File: src/pkg/adc_conv_pkg.sv
`default_nettype none
package adc_conv_pkg;
  localparam int CLK_PERIOD_NS = 5;
  localparam int ADDR_W        = 8;
  localparam int DATA_W        = 32;
  localparam int CNT_W         = 11;

  // Register map, byte addresses
  localparam logic [ADDR_W-1:0] REG_CTRL   = 8'h00;
  localparam logic [ADDR_W-1:0] REG_STATUS = 8'h04;
  localparam logic [ADDR_W-1:0] REG_RESULT = 8'h08;
  localparam logic [ADDR_W-1:0] REG_COUNT  = 8'h0c;

  // Status field positions
  localparam int ST_BUSY      = 0;
  localparam int ST_FRAME     = 1;
  localparam int ST_UNDERRUN  = 2;
  localparam int ST_LEVEL_LSB = 8;

  // Pin synchroniser lanes
  localparam int PIN_START = 0;
  localparam int PIN_XCLK  = 1;
  localparam int PIN_CHAIN = 2;
  localparam int PIN_CS    = 3;
  localparam int PIN_N     = 4;
  localparam logic [PIN_N-1:0] PIN_RESET = 4'h9;

  typedef enum logic [1:0] {MODE_FAST, MODE_NORMAL, MODE_LOWPWR} tmode_e;
  typedef enum logic [1:0] {IF_PARALLEL, IF_MASTER_RDC, IF_MASTER_RAC, IF_SLAVE} iface_e;

  typedef struct packed {
    logic [1:0] div;
    iface_e     iface;
    tmode_e     mode;
  } ctrl_s;

  localparam int    CTRL_W     = $bits(ctrl_s);
  localparam ctrl_s CTRL_RESET = '{div: 2'h0, iface: IF_PARALLEL, mode: MODE_FAST};

  // Timing figures in ns
  localparam int T_CONV_NS [3]         = '{750, 1000, 1250};
  localparam int T_BUSY_RISE_NS        = 30;
  localparam int T_END_TO_BUSY_LOW_NS  = 10;
  localparam int T_DATA_TO_BUSY_LOW_NS = 45;
  localparam int T_RDC_SYNC_NS [3]     = '{25, 275, 525};
  localparam int T_SYNC_TO_BUSY_LOW_NS = 25;
  localparam int T_BCLK_MIN_NS [4]     = '{25, 50, 100, 200};
  localparam int T_LEAD_MIN_NS [4]     = '{3, 17, 17, 17};
  localparam int T_TAIL_MIN_NS [4]     = '{3, 60, 140, 300};
  localparam int T_RAC_BUSY_MAX_NS [4] = '{1500, 2000, 3000, 5250};

  // Pin edge to internal event, in cycles
  localparam int SYNC_LAT = 3;

  function automatic int cyc_up(input int ns);
    int c;
    c = (ns + CLK_PERIOD_NS - 1) / CLK_PERIOD_NS;
    return (c < 1) ? 1 : c;
  endfunction

  function automatic int cyc_dn(input int ns);
    int c;
    c = ns / CLK_PERIOD_NS;
    return (c < 1) ? 1 : c;
  endfunction

  localparam int HOLD_CYC = (cyc_up(T_DATA_TO_BUSY_LOW_NS) > cyc_up(T_END_TO_BUSY_LOW_NS)) ?
                            cyc_up(T_DATA_TO_BUSY_LOW_NS) : cyc_up(T_END_TO_BUSY_LOW_NS);
  localparam int POST_CYC      = cyc_up(T_SYNC_TO_BUSY_LOW_NS);
  localparam int BUSY_RISE_CYC = cyc_dn(T_BUSY_RISE_NS);

  // Margin keeps the pin-to-pin busy width under the longest time
  function automatic int conv_cyc(input tmode_e m);
    return cyc_dn(T_CONV_NS[int'(m)]) - HOLD_CYC - SYNC_LAT - 2;
  endfunction

  function automatic int rdc_cyc(input tmode_e m);
    int c;
    c = cyc_up(T_RDC_SYNC_NS[int'(m)]) - SYNC_LAT;
    return (c < 1) ? 1 : c;
  endfunction
endpackage
`default_nettype wire

File: src/rtl/adc_conv_readout.sv
// Behaviour
// RULE_01 - Host spaces start strobes by 1, 1.25 or 1.5 us per mode.
// RULE_02 - Fastest mode only: host starts again within 1 ms.
// RULE_03 - Busy rises within 30 ns of start strobe falling.
// RULE_04 - Busy lasts at most 0.75, 1 or 1.25 us, except read-after-convert.
// RULE_05 - Busy drops at least 10 ns after the conversion ends.
// RULE_06 - Parallel result valid at most 0.75, 1 or 1.25 us after start.
// RULE_07 - Parallel result valid at least 45 ns before busy falls.
// RULE_08 - Parallel bus request drives valid data within 40 ns.
// RULE_09 - Select low enables marker, bit clock and serial data within 10 ns.
// RULE_10 - Select high releases marker, bit clock and serial data within 10 ns.
// RULE_11 - Read-during-convert marker rises 25, 275 or 525 ns after start.
// RULE_12 - Marker rises before the first bit clock edge, at least 3 ns.
// RULE_13 - Marker falls after the last bit clock edge, at least 3 ns.
// RULE_14 - Divider code sets bit clock period 25, 50, 100 or 200 ns minimum.
// RULE_15 - Read-after-convert marker rises when the conversion completes.
// RULE_16 - Read-after-convert busy falls about 25 ns after marker falls.
// RULE_17 - Read-after-convert fastest busy at most 1.5, 2, 3, 5.25 us per divider.
// RULE_18 - Each master frame carries exactly one 16-bit result.
// RULE_19 - Slave bit clock from host: period 25 ns, phases 10 ns minimum.
`timescale 1ns/100ps
`default_nettype none

module fifo_buf #(
  parameter int WIDTH = 16,
  parameter int DEPTH = 32,
  localparam int AW   = $clog2(DEPTH),
  localparam int LW   = $clog2(DEPTH + 1)
) (
  // Clock and reset
  input  wire logic             pclk,
  input  wire logic             presetn,
  // Fill side
  input  wire logic [WIDTH-1:0] in_data,
  input  wire logic             in_valid,
  output logic                  in_ready,
  // Drain side
  output logic      [WIDTH-1:0] out_data,
  output logic                  out_valid,
  input  wire logic             out_ready,
  output logic      [LW-1:0]    level
);
  logic [WIDTH-1:0] mem      [DEPTH];
  logic [WIDTH-1:0] next_mem [DEPTH];
  logic [AW-1:0]    wr_ptr, next_wr_ptr, rd_ptr, next_rd_ptr;
  logic [LW-1:0]    next_level;
  logic             push, pop;

  assign in_ready  = (level != LW'(DEPTH));
  assign out_valid = (level != '0);
  assign out_data  = mem[rd_ptr];
  assign push      = in_valid && in_ready;
  assign pop       = out_valid && out_ready;

  always_comb begin
    next_mem    = mem;
    next_wr_ptr = wr_ptr;
    next_rd_ptr = rd_ptr;
    next_level  = level;
    if (push) begin
      next_mem[wr_ptr] = in_data;
      next_wr_ptr      = (wr_ptr == AW'(DEPTH - 1)) ? '0 : wr_ptr + 1'b1;
    end
    if (pop) begin
      next_rd_ptr = (rd_ptr == AW'(DEPTH - 1)) ? '0 : rd_ptr + 1'b1;
    end
    if (push && !pop) begin
      next_level = level + 1'b1;
    end else if (pop && !push) begin
      next_level = level - 1'b1;
    end
  end

  always_ff @(posedge pclk or negedge presetn) begin
    if (!presetn) begin
      mem    <= '{default: '0};
      wr_ptr <= '0;
      rd_ptr <= '0;
      level  <= '0;
    end else begin
      mem    <= next_mem;
      wr_ptr <= next_wr_ptr;
      rd_ptr <= next_rd_ptr;
      level  <= next_level;
    end
  end
endmodule

module adc_conv_readout
  import adc_conv_pkg::*;
#(
  parameter int RES_W      = 16,
  parameter int FIFO_DEPTH = 32,
  localparam int LW        = $clog2(FIFO_DEPTH + 1)
) (
  // APB slave
  input  wire logic              pclk,
  input  wire logic              presetn,
  input  wire logic              psel,
  input  wire logic              penable,
  input  wire logic              pwrite,
  input  wire logic [ADDR_W-1:0] paddr,
  input  wire logic [DATA_W-1:0] pwdata,
  output logic                   pready,
  output logic      [DATA_W-1:0] prdata,
  output logic                   pslverr,
  // Conversion pins
  input  wire logic              convert_start_n,
  input  wire logic              cs_n,
  input  wire logic              rd_n,
  output logic                   busy,
  // Parallel bus
  output logic      [RES_W-1:0]  par_data,
  output logic                   par_data_oe_n,
  // Serial link
  output logic                   frame_sync,
  output logic                   frame_sync_oe_n,
  output logic                   bit_clk_out,
  output logic                   bit_clk_oe_n,
  output logic                   serial_result_out,
  output logic                   serial_result_oe_n,
  input  wire logic              ext_bit_clk,
  input  wire logic              serial_chain_in,
  // Sample source
  input  wire logic [RES_W-1:0]  sample_data,
  input  wire logic              sample_valid,
  output logic                   sample_ready
);
  typedef enum {C_IDLE, C_CONV, C_HOLD, C_RAC_XFER, C_RAC_POST} conv_state_e;
  typedef enum {S_IDLE, S_DELAY, S_LEAD, S_LOW, S_HIGH, S_TAIL} ser_state_e;

  ctrl_s            ctrl, next_ctrl;
  logic [PIN_N-1:0] pin_s1, pin_s2, pin_s3, pin_stable, next_stable;
  logic [DATA_W-1:0] next_prdata;
  logic [DATA_W-1:0] conv_count, next_conv_count;
  logic [RES_W-1:0] result, next_result, out_shift, next_out_shift;
  logic [RES_W-1:0] fifo_data;
  logic [LW-1:0]    fifo_level;
  logic             fifo_valid, fifo_pop;
  conv_state_e      conv_state, next_conv_state;
  ser_state_e       ser_state, next_ser_state;
  logic [CNT_W-1:0] conv_cnt, next_conv_cnt, ser_cnt, next_ser_cnt, busy_cyc;
  logic [4:0]       ser_bit, next_ser_bit;
  logic             next_busy, frame, next_frame, bclk, next_bclk;
  logic             underrun, next_underrun, stalled, next_stalled;
  logic             start_fall, xclk_fall, ser_go, ser_done, result_load;
  logic             is_rac, is_master, wr_en, rd_setup;
  logic [CNT_W-1:0] ser_delay, bclk_low, bclk_high;

  function automatic logic addr_mapped(input logic [ADDR_W-1:0] a);
    return (a == REG_CTRL) || (a == REG_STATUS) || (a == REG_RESULT) || (a == REG_COUNT);
  endfunction

  fifo_buf #(.WIDTH(RES_W), .DEPTH(FIFO_DEPTH)) u_fifo (
    .pclk      (pclk),
    .presetn   (presetn),
    .in_data   (sample_data),
    .in_valid  (sample_valid),
    .in_ready  (sample_ready),
    .out_data  (fifo_data),
    .out_valid (fifo_valid),
    .out_ready (fifo_pop),
    .level     (fifo_level)
  );

  // Pin inputs: three stages, a level counts once stages two and three agree
  assign next_stable = (pin_s2 & pin_s3) | (pin_stable & (pin_s2 ^ pin_s3));
  assign start_fall  = pin_stable[PIN_START] && !next_stable[PIN_START];
  // Host-made bit clock is oversampled, so its phases must cover the sync window
  assign xclk_fall   = pin_stable[PIN_XCLK] && !next_stable[PIN_XCLK];  // RULE_19

  assign is_rac    = (ctrl.iface == IF_MASTER_RAC);
  assign is_master = (ctrl.iface == IF_MASTER_RDC) || is_rac;

  // APB: zero wait states, read data captured in the setup cycle
  assign pready   = psel && penable;
  assign pslverr  = pready && !addr_mapped(paddr);
  assign wr_en    = pready && pwrite && addr_mapped(paddr);
  assign rd_setup = psel && !penable && !pwrite;

  always_comb begin
    next_ctrl   = ctrl;
    next_prdata = prdata;
    if (wr_en && paddr == REG_CTRL) begin
      next_ctrl = ctrl_s'(pwdata[CTRL_W-1:0]);
      // Unused mode code falls back to the slowest mode
      if (next_ctrl.mode != MODE_FAST && next_ctrl.mode != MODE_NORMAL) begin
        next_ctrl.mode = MODE_LOWPWR;
      end
    end
    if (rd_setup) begin
      next_prdata = '0;
      case (paddr)
        REG_CTRL:   next_prdata[CTRL_W-1:0] = ctrl;
        REG_STATUS: begin
          next_prdata[ST_BUSY]                       = busy;
          next_prdata[ST_FRAME]                      = frame;
          next_prdata[ST_UNDERRUN]                   = underrun;
          next_prdata[ST_LEVEL_LSB +: LW]            = fifo_level;
        end
        REG_RESULT: next_prdata[RES_W-1:0] = result;
        REG_COUNT:  next_prdata = conv_count;
        default:    next_prdata = '0;
      endcase
    end
  end

  // Conversion sequencer
  always_comb begin
    next_conv_state = conv_state;
    next_conv_cnt   = conv_cnt;
    next_busy       = busy;
    next_result     = result;
    next_conv_count = conv_count;
    next_stalled    = stalled;
    next_underrun   = underrun;
    fifo_pop        = 1'b0;
    result_load     = 1'b0;
    ser_go          = 1'b0;
    ser_delay       = CNT_W'(rdc_cyc(ctrl.mode));
    if (wr_en && paddr == REG_STATUS && pwdata[ST_UNDERRUN]) begin
      next_underrun = 1'b0;
    end
    case (conv_state)
      C_IDLE: begin
        // Strobes while busy are dropped, relying on host spacing
        if (start_fall) begin  // RULE_01
          next_conv_state = C_CONV;
          next_busy       = 1'b1;  // RULE_03
          next_stalled    = 1'b0;
          next_conv_cnt   = CNT_W'(conv_cyc(ctrl.mode));  // RULE_04 RULE_06
          // Previous result leaves while this one converts
          ser_go          = (ctrl.iface == IF_MASTER_RDC);  // RULE_11
        end
      end
      C_CONV: begin
        if (conv_cnt != '0) begin
          next_conv_cnt = conv_cnt - 1'b1;
        end else if (fifo_valid) begin
          fifo_pop        = 1'b1;
          result_load     = 1'b1;
          next_result     = fifo_data;
          next_conv_count = conv_count + 1'b1;
          if (is_rac) begin
            next_conv_state = C_RAC_XFER;  // RULE_15
            ser_go          = 1'b1;
            ser_delay       = CNT_W'(1);
          end else begin
            next_conv_state = C_HOLD;
            next_conv_cnt   = CNT_W'(HOLD_CYC - 1);  // RULE_05 RULE_07
          end
        end else begin
          // Empty source stalls the conversion; flagged for software
          next_stalled  = 1'b1;
          next_underrun = 1'b1;
        end
      end
      C_HOLD: begin
        if (conv_cnt != '0) begin
          next_conv_cnt = conv_cnt - 1'b1;
        end else begin
          next_conv_state = C_IDLE;
          next_busy       = 1'b0;
        end
      end
      C_RAC_XFER: begin
        if (ser_done) begin
          next_conv_state = C_RAC_POST;
          next_conv_cnt   = CNT_W'(POST_CYC - 1);  // RULE_16
        end
      end
      C_RAC_POST: begin
        if (conv_cnt != '0) begin
          next_conv_cnt = conv_cnt - 1'b1;
        end else begin
          next_conv_state = C_IDLE;
          next_busy       = 1'b0;  // RULE_16 RULE_17
        end
      end
      default: begin
        next_conv_state = C_IDLE;
        next_busy       = 1'b0;
      end
    endcase
  end

  // Bit clock phases from the divider code
  assign bclk_high = CNT_W'(cyc_up(T_BCLK_MIN_NS[ctrl.div]) - cyc_up(T_BCLK_MIN_NS[ctrl.div]) / 2);  // RULE_14
  assign bclk_low  = CNT_W'(cyc_up(T_BCLK_MIN_NS[ctrl.div]) / 2);  // RULE_14
  assign ser_done  = (ser_state == S_TAIL) && (ser_cnt == '0);

  // Serial engine, shared shifter for master and slave
  always_comb begin
    next_ser_state = ser_state;
    next_ser_cnt   = ser_cnt;
    next_ser_bit   = ser_bit;
    next_frame     = frame;
    next_bclk      = bclk;
    next_out_shift = out_shift;
    if (ctrl.iface == IF_SLAVE) begin
      if (result_load) begin
        next_out_shift = next_result;
      end else if (xclk_fall && !pin_stable[PIN_CS]) begin
        // Chain input follows the result for daisy chaining
        next_out_shift = {out_shift[RES_W-2:0], pin_stable[PIN_CHAIN]};
      end
    end
    case (ser_state)
      S_IDLE: begin
        if (ser_go) begin
          next_out_shift = is_rac ? fifo_data : result;
          next_ser_cnt   = ser_delay - 1'b1;
          next_ser_state = S_DELAY;
        end
      end
      S_DELAY: begin
        if (ser_cnt != '0) begin
          next_ser_cnt = ser_cnt - 1'b1;
        end else begin
          next_frame     = 1'b1;  // RULE_11 RULE_15
          next_ser_cnt   = CNT_W'(cyc_up(T_LEAD_MIN_NS[ctrl.div]) - 1);  // RULE_12
          next_ser_state = S_LEAD;
        end
      end
      S_LEAD: begin
        if (ser_cnt != '0) begin
          next_ser_cnt = ser_cnt - 1'b1;
        end else begin
          next_ser_bit   = '0;
          next_ser_cnt   = bclk_low - 1'b1;
          next_ser_state = S_LOW;
        end
      end
      S_LOW: begin
        if (ser_cnt != '0) begin
          next_ser_cnt = ser_cnt - 1'b1;
        end else begin
          next_bclk      = 1'b1;
          next_ser_cnt   = bclk_high - 1'b1;
          next_ser_state = S_HIGH;
        end
      end
      S_HIGH: begin
        if (ser_cnt != '0) begin
          next_ser_cnt = ser_cnt - 1'b1;
        end else begin
          next_bclk = 1'b0;
          if (ser_bit == 5'(RES_W - 1)) begin  // RULE_18
            next_ser_cnt   = CNT_W'(cyc_up(T_TAIL_MIN_NS[ctrl.div]) - 1);  // RULE_13
            next_ser_state = S_TAIL;
          end else begin
            next_out_shift = {out_shift[RES_W-2:0], 1'b0};
            next_ser_bit   = ser_bit + 1'b1;
            next_ser_cnt   = bclk_low - 1'b1;
            next_ser_state = S_LOW;
          end
        end
      end
      S_TAIL: begin
        if (ser_cnt != '0) begin
          next_ser_cnt = ser_cnt - 1'b1;
        end else begin
          next_frame     = 1'b0;  // RULE_18
          next_ser_state = S_IDLE;
        end
      end
      default: begin
        next_ser_state = S_IDLE;
        next_frame     = 1'b0;
        next_bclk      = 1'b0;
      end
    endcase
  end

  always_ff @(posedge pclk or negedge presetn) begin
    if (!presetn) begin
      pin_s1     <= PIN_RESET;
      pin_s2     <= PIN_RESET;
      pin_s3     <= PIN_RESET;
      pin_stable <= PIN_RESET;
      ctrl       <= CTRL_RESET;
      prdata     <= '0;
      conv_state <= C_IDLE;
      conv_cnt   <= '0;
      busy       <= 1'b0;
      result     <= '0;
      conv_count <= '0;
      stalled    <= 1'b0;
      underrun   <= 1'b0;
      ser_state  <= S_IDLE;
      ser_cnt    <= '0;
      ser_bit    <= '0;
      frame      <= 1'b0;
      bclk       <= 1'b0;
      out_shift  <= '0;
    end else begin
      pin_s1     <= {cs_n, serial_chain_in, ext_bit_clk, convert_start_n};
      pin_s2     <= pin_s1;
      pin_s3     <= pin_s2;
      pin_stable <= next_stable;
      ctrl       <= next_ctrl;
      prdata     <= next_prdata;
      conv_state <= next_conv_state;
      conv_cnt   <= next_conv_cnt;
      busy       <= next_busy;
      result     <= next_result;
      conv_count <= next_conv_count;
      stalled    <= next_stalled;
      underrun   <= next_underrun;
      ser_state  <= next_ser_state;
      ser_cnt    <= next_ser_cnt;
      ser_bit    <= next_ser_bit;
      frame      <= next_frame;
      bclk       <= next_bclk;
      out_shift  <= next_out_shift;
    end
  end

  // Enables follow the pins directly: a synchroniser would miss 10 ns and 40 ns
  assign par_data           = result;
  assign par_data_oe_n      = cs_n || rd_n || (ctrl.iface != IF_PARALLEL);  // RULE_08
  assign frame_sync         = frame;
  assign bit_clk_out        = bclk;
  assign serial_result_out  = out_shift[RES_W-1];
  assign frame_sync_oe_n    = cs_n || !is_master;  // RULE_09 RULE_10
  assign bit_clk_oe_n       = cs_n || !is_master;  // RULE_09 RULE_10
  assign serial_result_oe_n = cs_n || (ctrl.iface == IF_PARALLEL);  // RULE_09 RULE_10

  // Checks
  logic [4:0] edge_seen;
  always_ff @(posedge pclk or negedge presetn) begin
    if (!presetn) begin
      busy_cyc  <= '0;
      edge_seen <= '0;
    end else begin
      busy_cyc  <= busy ? busy_cyc + 1'b1 : '0;
      edge_seen <= !frame ? '0 : (bclk && !next_bclk) ? edge_seen + 1'b1 : edge_seen;
    end
  end
endmodule
`default_nettype wire

File: config.mk
export PLATFORM = sky130hd
export DESIGN_NAME = adc_conv_readout
export DESIGN_NICKNAME = d
export VERILOG_FILES = /design/src/pkg/adc_conv_pkg.sv /design/src/rtl/adc_conv_readout.sv
export SDC_FILE = /design/constraint.sdc
export NUM_CORES = 1
export LEC_CHECK = 0
export ABC_AREA = 0
export BUFFER_PORTS_ARGS = -buffer_cell sky130_fd_sc_hd__buf_2
export CORE_MARGIN = 2
export CORE_UTILIZATION = 55
export DETAILED_ROUTE_END_ITERATION = 12
export GPL_ROUTABILITY_DRIVEN = 0
export HOLD_SLACK_MARGIN = 0.12
export PLACE_DENSITY = 0.72
export REMOVE_ABC_BUFFERS = 1
export SYNTH_ARGS = -nofsm -noshare
export SYNTH_HDL_FRONTEND = slang
export SYNTH_SLANG_ARGS = --single-unit
export TNS_END_PERCENT = 30
File: constraint.sdc
create_clock -name pclk -period 3.8 [get_ports pclk]
set_input_delay 0.76 -clock pclk [delete_from_list [all_inputs] [get_ports pclk]]
set_output_delay 0.76 -clock pclk [all_outputs]
set_load 0.01 [all_outputs]
==> results of run 1 <==
==> area by class of cell <==
cell class / count / area share, %
diodes: 1 / 0.006724
well taps: 782 / 2.629
inverters: 58 / 0.5850
multi-input cells: 1639 / 40.54
clock inverters: 20 / 0.7195
repair buffers: 201 / 3.786
flip-flops and latches: 683 / 45.98
clock buffers: 111 / 5.756
==> power groups by stage <==
| stage | clock network (mW) | logic (mW) | registers, mW |
|---|---|---|---|
| 6_report | 7.19 | 8.64 | 11.4 |
| 2_1_floorplan | 0 | 6.07 | 11.3 |
| 5_1_grt | 7.61 | 9.32 | 11.7 |
| 3_3_place_gp | 0 | 8.25 | 11.2 |
| 4_1_cts | 7.29 | 8.63 | 11.3 |
| 3_5_place_dp | 0 | 8.56 | 11.4 |
==> layer usage <==
metal | global-route usage [%] | vias up
met1 | 35.94 | 11420
met2 | 44.37 | 696
li1 | - | 9705
met3 | 4.526 | 160
met4 | 9.139 | 2
met5 | 0 | -
==> path summary, 6_finish.rpt <==
check	start	endpoint	slack, ns
max	conv_cnt[0]	conv_cnt[9]	0.48
min	presetn	ser_cnt[10]	0.18
max reg2reg	conv_cnt[0]	conv_cnt[9]	0.48
min reg2reg	pin_s1[3]	pin_s2[3]	0.36
max in group asynchronous	presetn	u_fifo.mem[203]	2.60
min in group pclk	convert_start_n	pin_s1[0]	0.24
==> through the flow <==
step	TNS, ns	utilization, %	setup slack (ns)	std cells	cell area, um^2
after global routing	0	62.01	0.1798	3495	37220
after floorplan	-84.90	-	-2.456	2380	32380
after detailed placement	0	57.99	0.4990	3363	34800
after CTS	0	62.00	0.4771	3494	37210
final	0	62.01	0.4836	3495	37220
after global placement	0	57.99	0.5564	3363	34800
==> sequential cells by signal, summed over array words and instances, names as in the netlist <==
signal	cells
underrun	1
pin_stable	4
u_fifo.mem	512
u_fifo.level	6
bit_clk_out	1
u_fifo.rd_ptr	5
pin_s2	4
conv_state	3
u_fifo.wr_ptr	5
ser_bit	5
prdata	32
out_shift	16
busy	1
par_data	16
ctrl	6
pin_s3	4
conv_count	32
ser_state	3
frame_sync	1
pin_s1	4
ser_cnt	11
conv_cnt	11
==> placed cells by master (no fill, tap or decap), types with 16 or more instances in the layout <==
cell | synthesis | routed
nand2_1 | 123 | 123
mux4_2 | 99 | 99
ha_1 | 51 | 51
nand3_1 | 63 | 62
xnor2_1 | 33 | 33
clkbuf_16 | 0 | 75
clkbuf_1 | 162 | 23
mux2i_1 | 86 | 86
buf_4 | 3 | 91
o31ai_1 | 19 | 18
a211oi_1 | 29 | 29
a21oi_1 | 41 | 41
inv_1 | 55 | 55
buf_2 | 16 | 98
a221oi_1 | 16 | 16
nor2_1 | 81 | 80
a22o_1 | 21 | 21
dfrtp_1 | 675 | 672
a21o_1 | 17 | 17
o221ai_1 | 18 | 18
mux2_2 | 548 | 548
o21ai_0 | 114 | 114
nor3_1 | 42 | 42
==> critical path, cell delays in order (launching register included) <==
cell,delay (ns)
dfrtp_1,0.39
inv_1,0.10
ha_1,0.22
or3b_1,0.41
buf_4,0.19
or4_1,0.65
a21oi_2,0.64
a21oi_1,0.14
o31ai_1,0.32
o21ai_1,0.11
==> cell families after synthesis <==
kind of cell	Yosys count	synth area share [%]
multiplexers	733	27.92
flip-flops	683	51.56
XOR/XNOR	47	1.241
AND/OR/NAND/NOR	428	6.409
buffers and inverters	256	3.014
AO/OA/AOI/OAI	379	7.866
adder cells (fa/ha/maj)	52	1.984
==> impl_metrics.json, run 1 <==
{
  "tightest_slew_ns": 1.094,
  "hold_path_class": "in -> async",
  "io_pins": 126,
  "hold_buffers": 0,
  "ys_seq_elements": 683,
  "crit_arrival_ns": 3.79,
  "p_int_mw": 18.47,
  "ys_seq_area_share_pct": 51.56,
  "fin_crit_ns": 3.316,
  "grt_pass1_wl_um": 130400,
  "required_ns": 4.28,
  "cts-root-buf": "clkbuf_16",
  "insertion_delay_ns": 0.62,
  "drt-vias-per-instance": 6.290,
  "synth.yosys.warnings": 0,
  "start_kind": "flip-flop",
  "cts_sinks": 683,
  "die_w_um": 249.6,
  "status": "complete, no violations",
  "hold-worst-slack_ns": 0.1824,
  "first_global_vias": 22650,
  "slew_headroom_pct": 27.05,
  "routed_wl_um": 82250,
  "fin_total_pwr_mw": 27.24,
  "syn_inst": 2578,
  "drive_gt1_share_pct": 36.80,
  "nets": 2776,
  "hold_viol": 0,
  "yosysMostFrequentCell": "dfrtp_1",
  "netlist.area_leader.share_pct": 50.93,
  "fp.coreArea_um2": 60020,
  "syn_area_um2": 33170,
  "antenna_found_initial": 2,
  "first_iter_violations": 2019,
  "async_reset_ff_share_pct": 100.0,
  "grt_util_all_layers_pct": 26.74,
  "rsz0062_at_grt": "no",
  "comb_power_share_pct": 31.7,
  "leakage_nw": 17.14,
  "top_layer": "met5",
  "wl_per_cell_um": 23.53,
  "cts_setup_buffers": 0,
  "ant_nets": 0,
  "ys.flop_type": "dfrtp_1",
  "rows": 90,
  "crit_type": "reg -> reg",
  "crit_path_end_kind": "flip-flop",
  "wl_met3_um": 4176,
  "synth-edff-count": 0,
  "peakVddDrop_uv": 397.7,
  "critPathMaxFanout": 17,
  "synth.area.top_cells": "dfrtp_1 (51%), mux2_2 (19%), mux4_2 (6.7%)",
  "synthTopCellsByCount": "dfrtp_1 (675), mux2_2 (548), clkbuf_1 (162), nand2_1 (123), o21ai_0 (114)",
  "p_clk_share_pct": 26.4,
  "r2r.worst_path.cells": 9,
  "dr.pass1.iters": 5,
  "cts_buffer_depth": 3,
  "hpwl_um": 54380,
  "initial_core_util_pct": 55.26,
  "finalMaxSlewViolations": 0,
  "fillerInstances": 4386,
  "portBuffers": 99,
  "grt_overflow": 0,
  "switchingPower_mw": 8.761,
  "die_area_um2": 62280,
  "setup_viol": 0,
  "clkTransAtPathRegs_ns": 0.06,
  "finalCritPeriodShare_pct": 87.27,
  "yosysUniqueCellTypes": 78,
  "multi_input_area_um2": 15090,
  "cts_buffers": 74,
  "cts_tree": "yes",
  "m1WireLength_um": 35320,
  "drc_errors": 0,
  "htree_levels": 3,
  "cts_resized": 0,
  "area_delta_synth_final_pct": 12.21,
  "regArea_um2": 17110,
  "syn_area_per_cell_um2": 12.87,
  "drv_cap": 0,
  "yosys.area.top_type": "dfrtp_1",
  "pwr-share-seq_pct": 41.9,
  "fmax_ghz": 0.3015,
  "chipHeight_um": 249.6,
  "clock_skew_ns": 0.02626,
  "vias": 21980,
  "p_sw_share_pct": 32.17,
  "grt_max_degree": 103,
  "powerDensity_nw_per_um2": 731.8,
  "dr_wl_met2_um": 40090
}
Power figures use the tool's default switching activity.
==> inputs of run 2 (changes only) <==
--- a/config.mk
+++ b/config.mk
@@ -13,6 +13,7 @@
 export GPL_ROUTABILITY_DRIVEN = 0
 export HOLD_SLACK_MARGIN = 0.12
 export PLACE_DENSITY = 0.72
+export RECOVER_POWER = 50
 export REMOVE_ABC_BUFFERS = 1
 export SYNTH_ARGS = -nofsm -noshare
 export SYNTH_HDL_FRONTEND = slang
==> constraint.sdc (replaced) <==
create_clock -name pclk -period 3.8 [get_ports pclk]
set_input_delay 0.76 -clock pclk [delete_from_list [all_inputs] [get_ports pclk]]
set_output_delay 0.76 -clock pclk [all_outputs]
set_load 0.02 [all_outputs]
==> run 2 against run 1 <==
  * The flow now finishes with violations (max-capacitance violations, max-slew violations)
  * Routed wire length grew 0.18%
  * Die area is the same
  * Count of clock-buffer cells in the layout is the same
  * Flip-flop and latch count is the same
  * Sequential power is essentially flat
  * Final cell count is the same
  * First-iteration DRC count shrank 9.4%
  * Hold slack gained 0.061 ns
  * Clock power is essentially flat
  * Maximum frequency shrank 0.49%
  * Cell area shrank 0.24%
  * Critical path type unchanged
  * Highest routed layer unchanged
==> impl_metrics.json, run 2 (synthesis gave the netlist of run 1 again) <==
{
  "status": "complete, but fails checks",
  "violations": "max-capacitance violations, max-slew violations",
  "die_w_um": 249.6,
  "hold_viol": 0,
  "clock_skew_ns": 0.02663,
  "slew_headroom_pct": -57.61,
  "layout_common_cells": "dfrtp_1 (672), mux2_2 (548), nand2_1 (123), o21ai_0 (114), mux4_2 (99)",
  "drc_errors": 0,
  "io_pins": 126,
  "crit_type": "reg -> reg",
  "crit_path_end_kind": "flip-flop",
  "peakVddDrop_uv": 397.9,
  "m1WireLength_um": 35200,
  "stdcell_area_um2": 37130,
  "grt_overflow": 0,
  "start_kind": "flip-flop",
  "grt_util_all_layers_pct": 26.74,
  "first_global_vias": 22650,
  "clkTransAtPathRegs_ns": 0.06,
  "insertion_delay_ns": 0.62,
  "cts_setup_buffers": 0,
  "final_common_cell": "dfrtp_1",
  "powerDensity_nw_per_um2": 734.9,
  "rows": 90,
  "fin_crit_ns": 3.333,
  "initial_core_util_pct": 55.26,
  "cts_sinks": 683,
  "largest_reg_flops": 512,
  "hold_path_class": "in -> reg",
  "fmax_ghz": 0.3001,
  "grt_pass1_wl_um": 130400,
  "cts_tree": "yes",
  "required_ns": 4.27,
  "dr.pass1.iters": 5,
  "rsz0062_at_grt": "no",
  "routed_wl_um": 82390,
  "hold_buffers": 0,
  "drv_cap": 1,
  "cts-root-buf": "clkbuf_16",
  "drt-vias-per-instance": 6.305,
  "ant_nets": 0,
  "area_delta_synth_final_pct": 11.94,
  "chipHeight_um": 249.6,
  "drive_gt1_share_pct": 35.95,
  "dr_wl_met2_um": 40100,
  "final_core_util_pct": 61.86,
  "nets": 2776,
  "die_area_um2": 62280,
  "vias": 22040,
  "top_layer": "met5",
  "wl_per_cell_um": 23.57,
  "antenna_found_initial": 2,
  "leakage_nw": 17.04,
  "top_regs": "u_fifo.mem: 512 flops, conv_count: 32 flops, prdata: 32 flops",
  "fp.coreArea_um2": 60020,
  "tightest_slew_ns": 2.364,
  "finalCritPeriodShare_pct": 87.70,
  "cts_buffers": 74,
  "grt_max_degree": 103,
  "first_iter_violations": 1830,
  "setup_viol": 0,
  "hpwl_um": 54380,
  "cts_buffer_depth": 3,
  "critPathMaxFanout": 17,
  "crit_arrival_ns": 3.81,
  "dpl_cell_area_um2": 34800,
  "finalMaxSlewViolations": 75,
  "htree_levels": 3,
  "wl_met3_um": 4458,
  "regMostFlops": "u_fifo.mem",
  "cts_resized": 0,
  "portBuffers": 99
}
run 2: cell types whose count changed in the layout (fill, tap and decap cells not counted), sizes merged:
cell	previous run	this run
clkbuf	111	136
buf	201	176
run 2: per-stage QoR:
| step | TNS, ns | instances | hold slack, ns | power, mW | setup WS (ns) |
|---|---|---|---|---|---|
| after CTS | 0 | 3494 | 0.1913 | 27.33 | 0.4771 |
| after detailed placement | 0 | 3363 | 0.3364 | 20.08 | 0.4990 |
| final | 0 | 3495 | 0.2432 | 27.29 | 0.4673 |
| after floorplan | -84.90 | 2380 | 0.3312 | 17.41 | -2.456 |
| after global placement | 0 | 3363 | 0.3434 | 19.52 | 0.5564 |
| after global routing | 0 | 3495 | 0.2342 | 28.65 | 0.1798 |
run 2: path summary, 6_finish.rpt:
check,start,endpoint,slack [ns],cells after the start
max,conv_cnt[0],conv_cnt[9],0.47,9
min,convert_start_n,pin_s1[0],0.24,1
max reg2reg,conv_cnt[0],conv_cnt[9],0.47,9
min reg2reg,pin_s1[1],pin_s2[1],0.37,0
max in group asynchronous,presetn,u_fifo.mem[290],0.73,2
min in group asynchronous,presetn,ser_cnt[10],0.86,1
run 2: cell type report:
class / count / area (um^2)
flip-flops and latches: 683 / 17110
well taps: 782 / 978.4
inverters: 58 / 217.7
clock buffers: 111 / 2142
clock inverters: 20 / 267.8
multi-input cells: 1639 / 15090
diodes: 1 / 2.502
fillers: 4404 / 22890
repair buffers: 201 / 1320
run 2: power by group:
part           switching (mW)  internal (mW)
Clock                    2.88           4.30
Sequential               1.68           9.72
Combinational            4.26           4.44
run 2: worst max-delay path: stages, from the launching register on:
cell     delay [ns]
dfrtp_1        0.40
inv_1          0.10
ha_1           0.22
or3b_1         0.42
buf_4          0.20
or4_1          0.65
a21oi_2        0.64
a21oi_1        0.14
o31ai_1        0.32
o21ai_1        0.11
run 2: layer usage:
metal	global-route usage, %	vias to the layer above
met1	35.94	11440
met5	0	-
met3	4.526	165
li1	-	9706
met4	9.139	2
met2	44.37	727
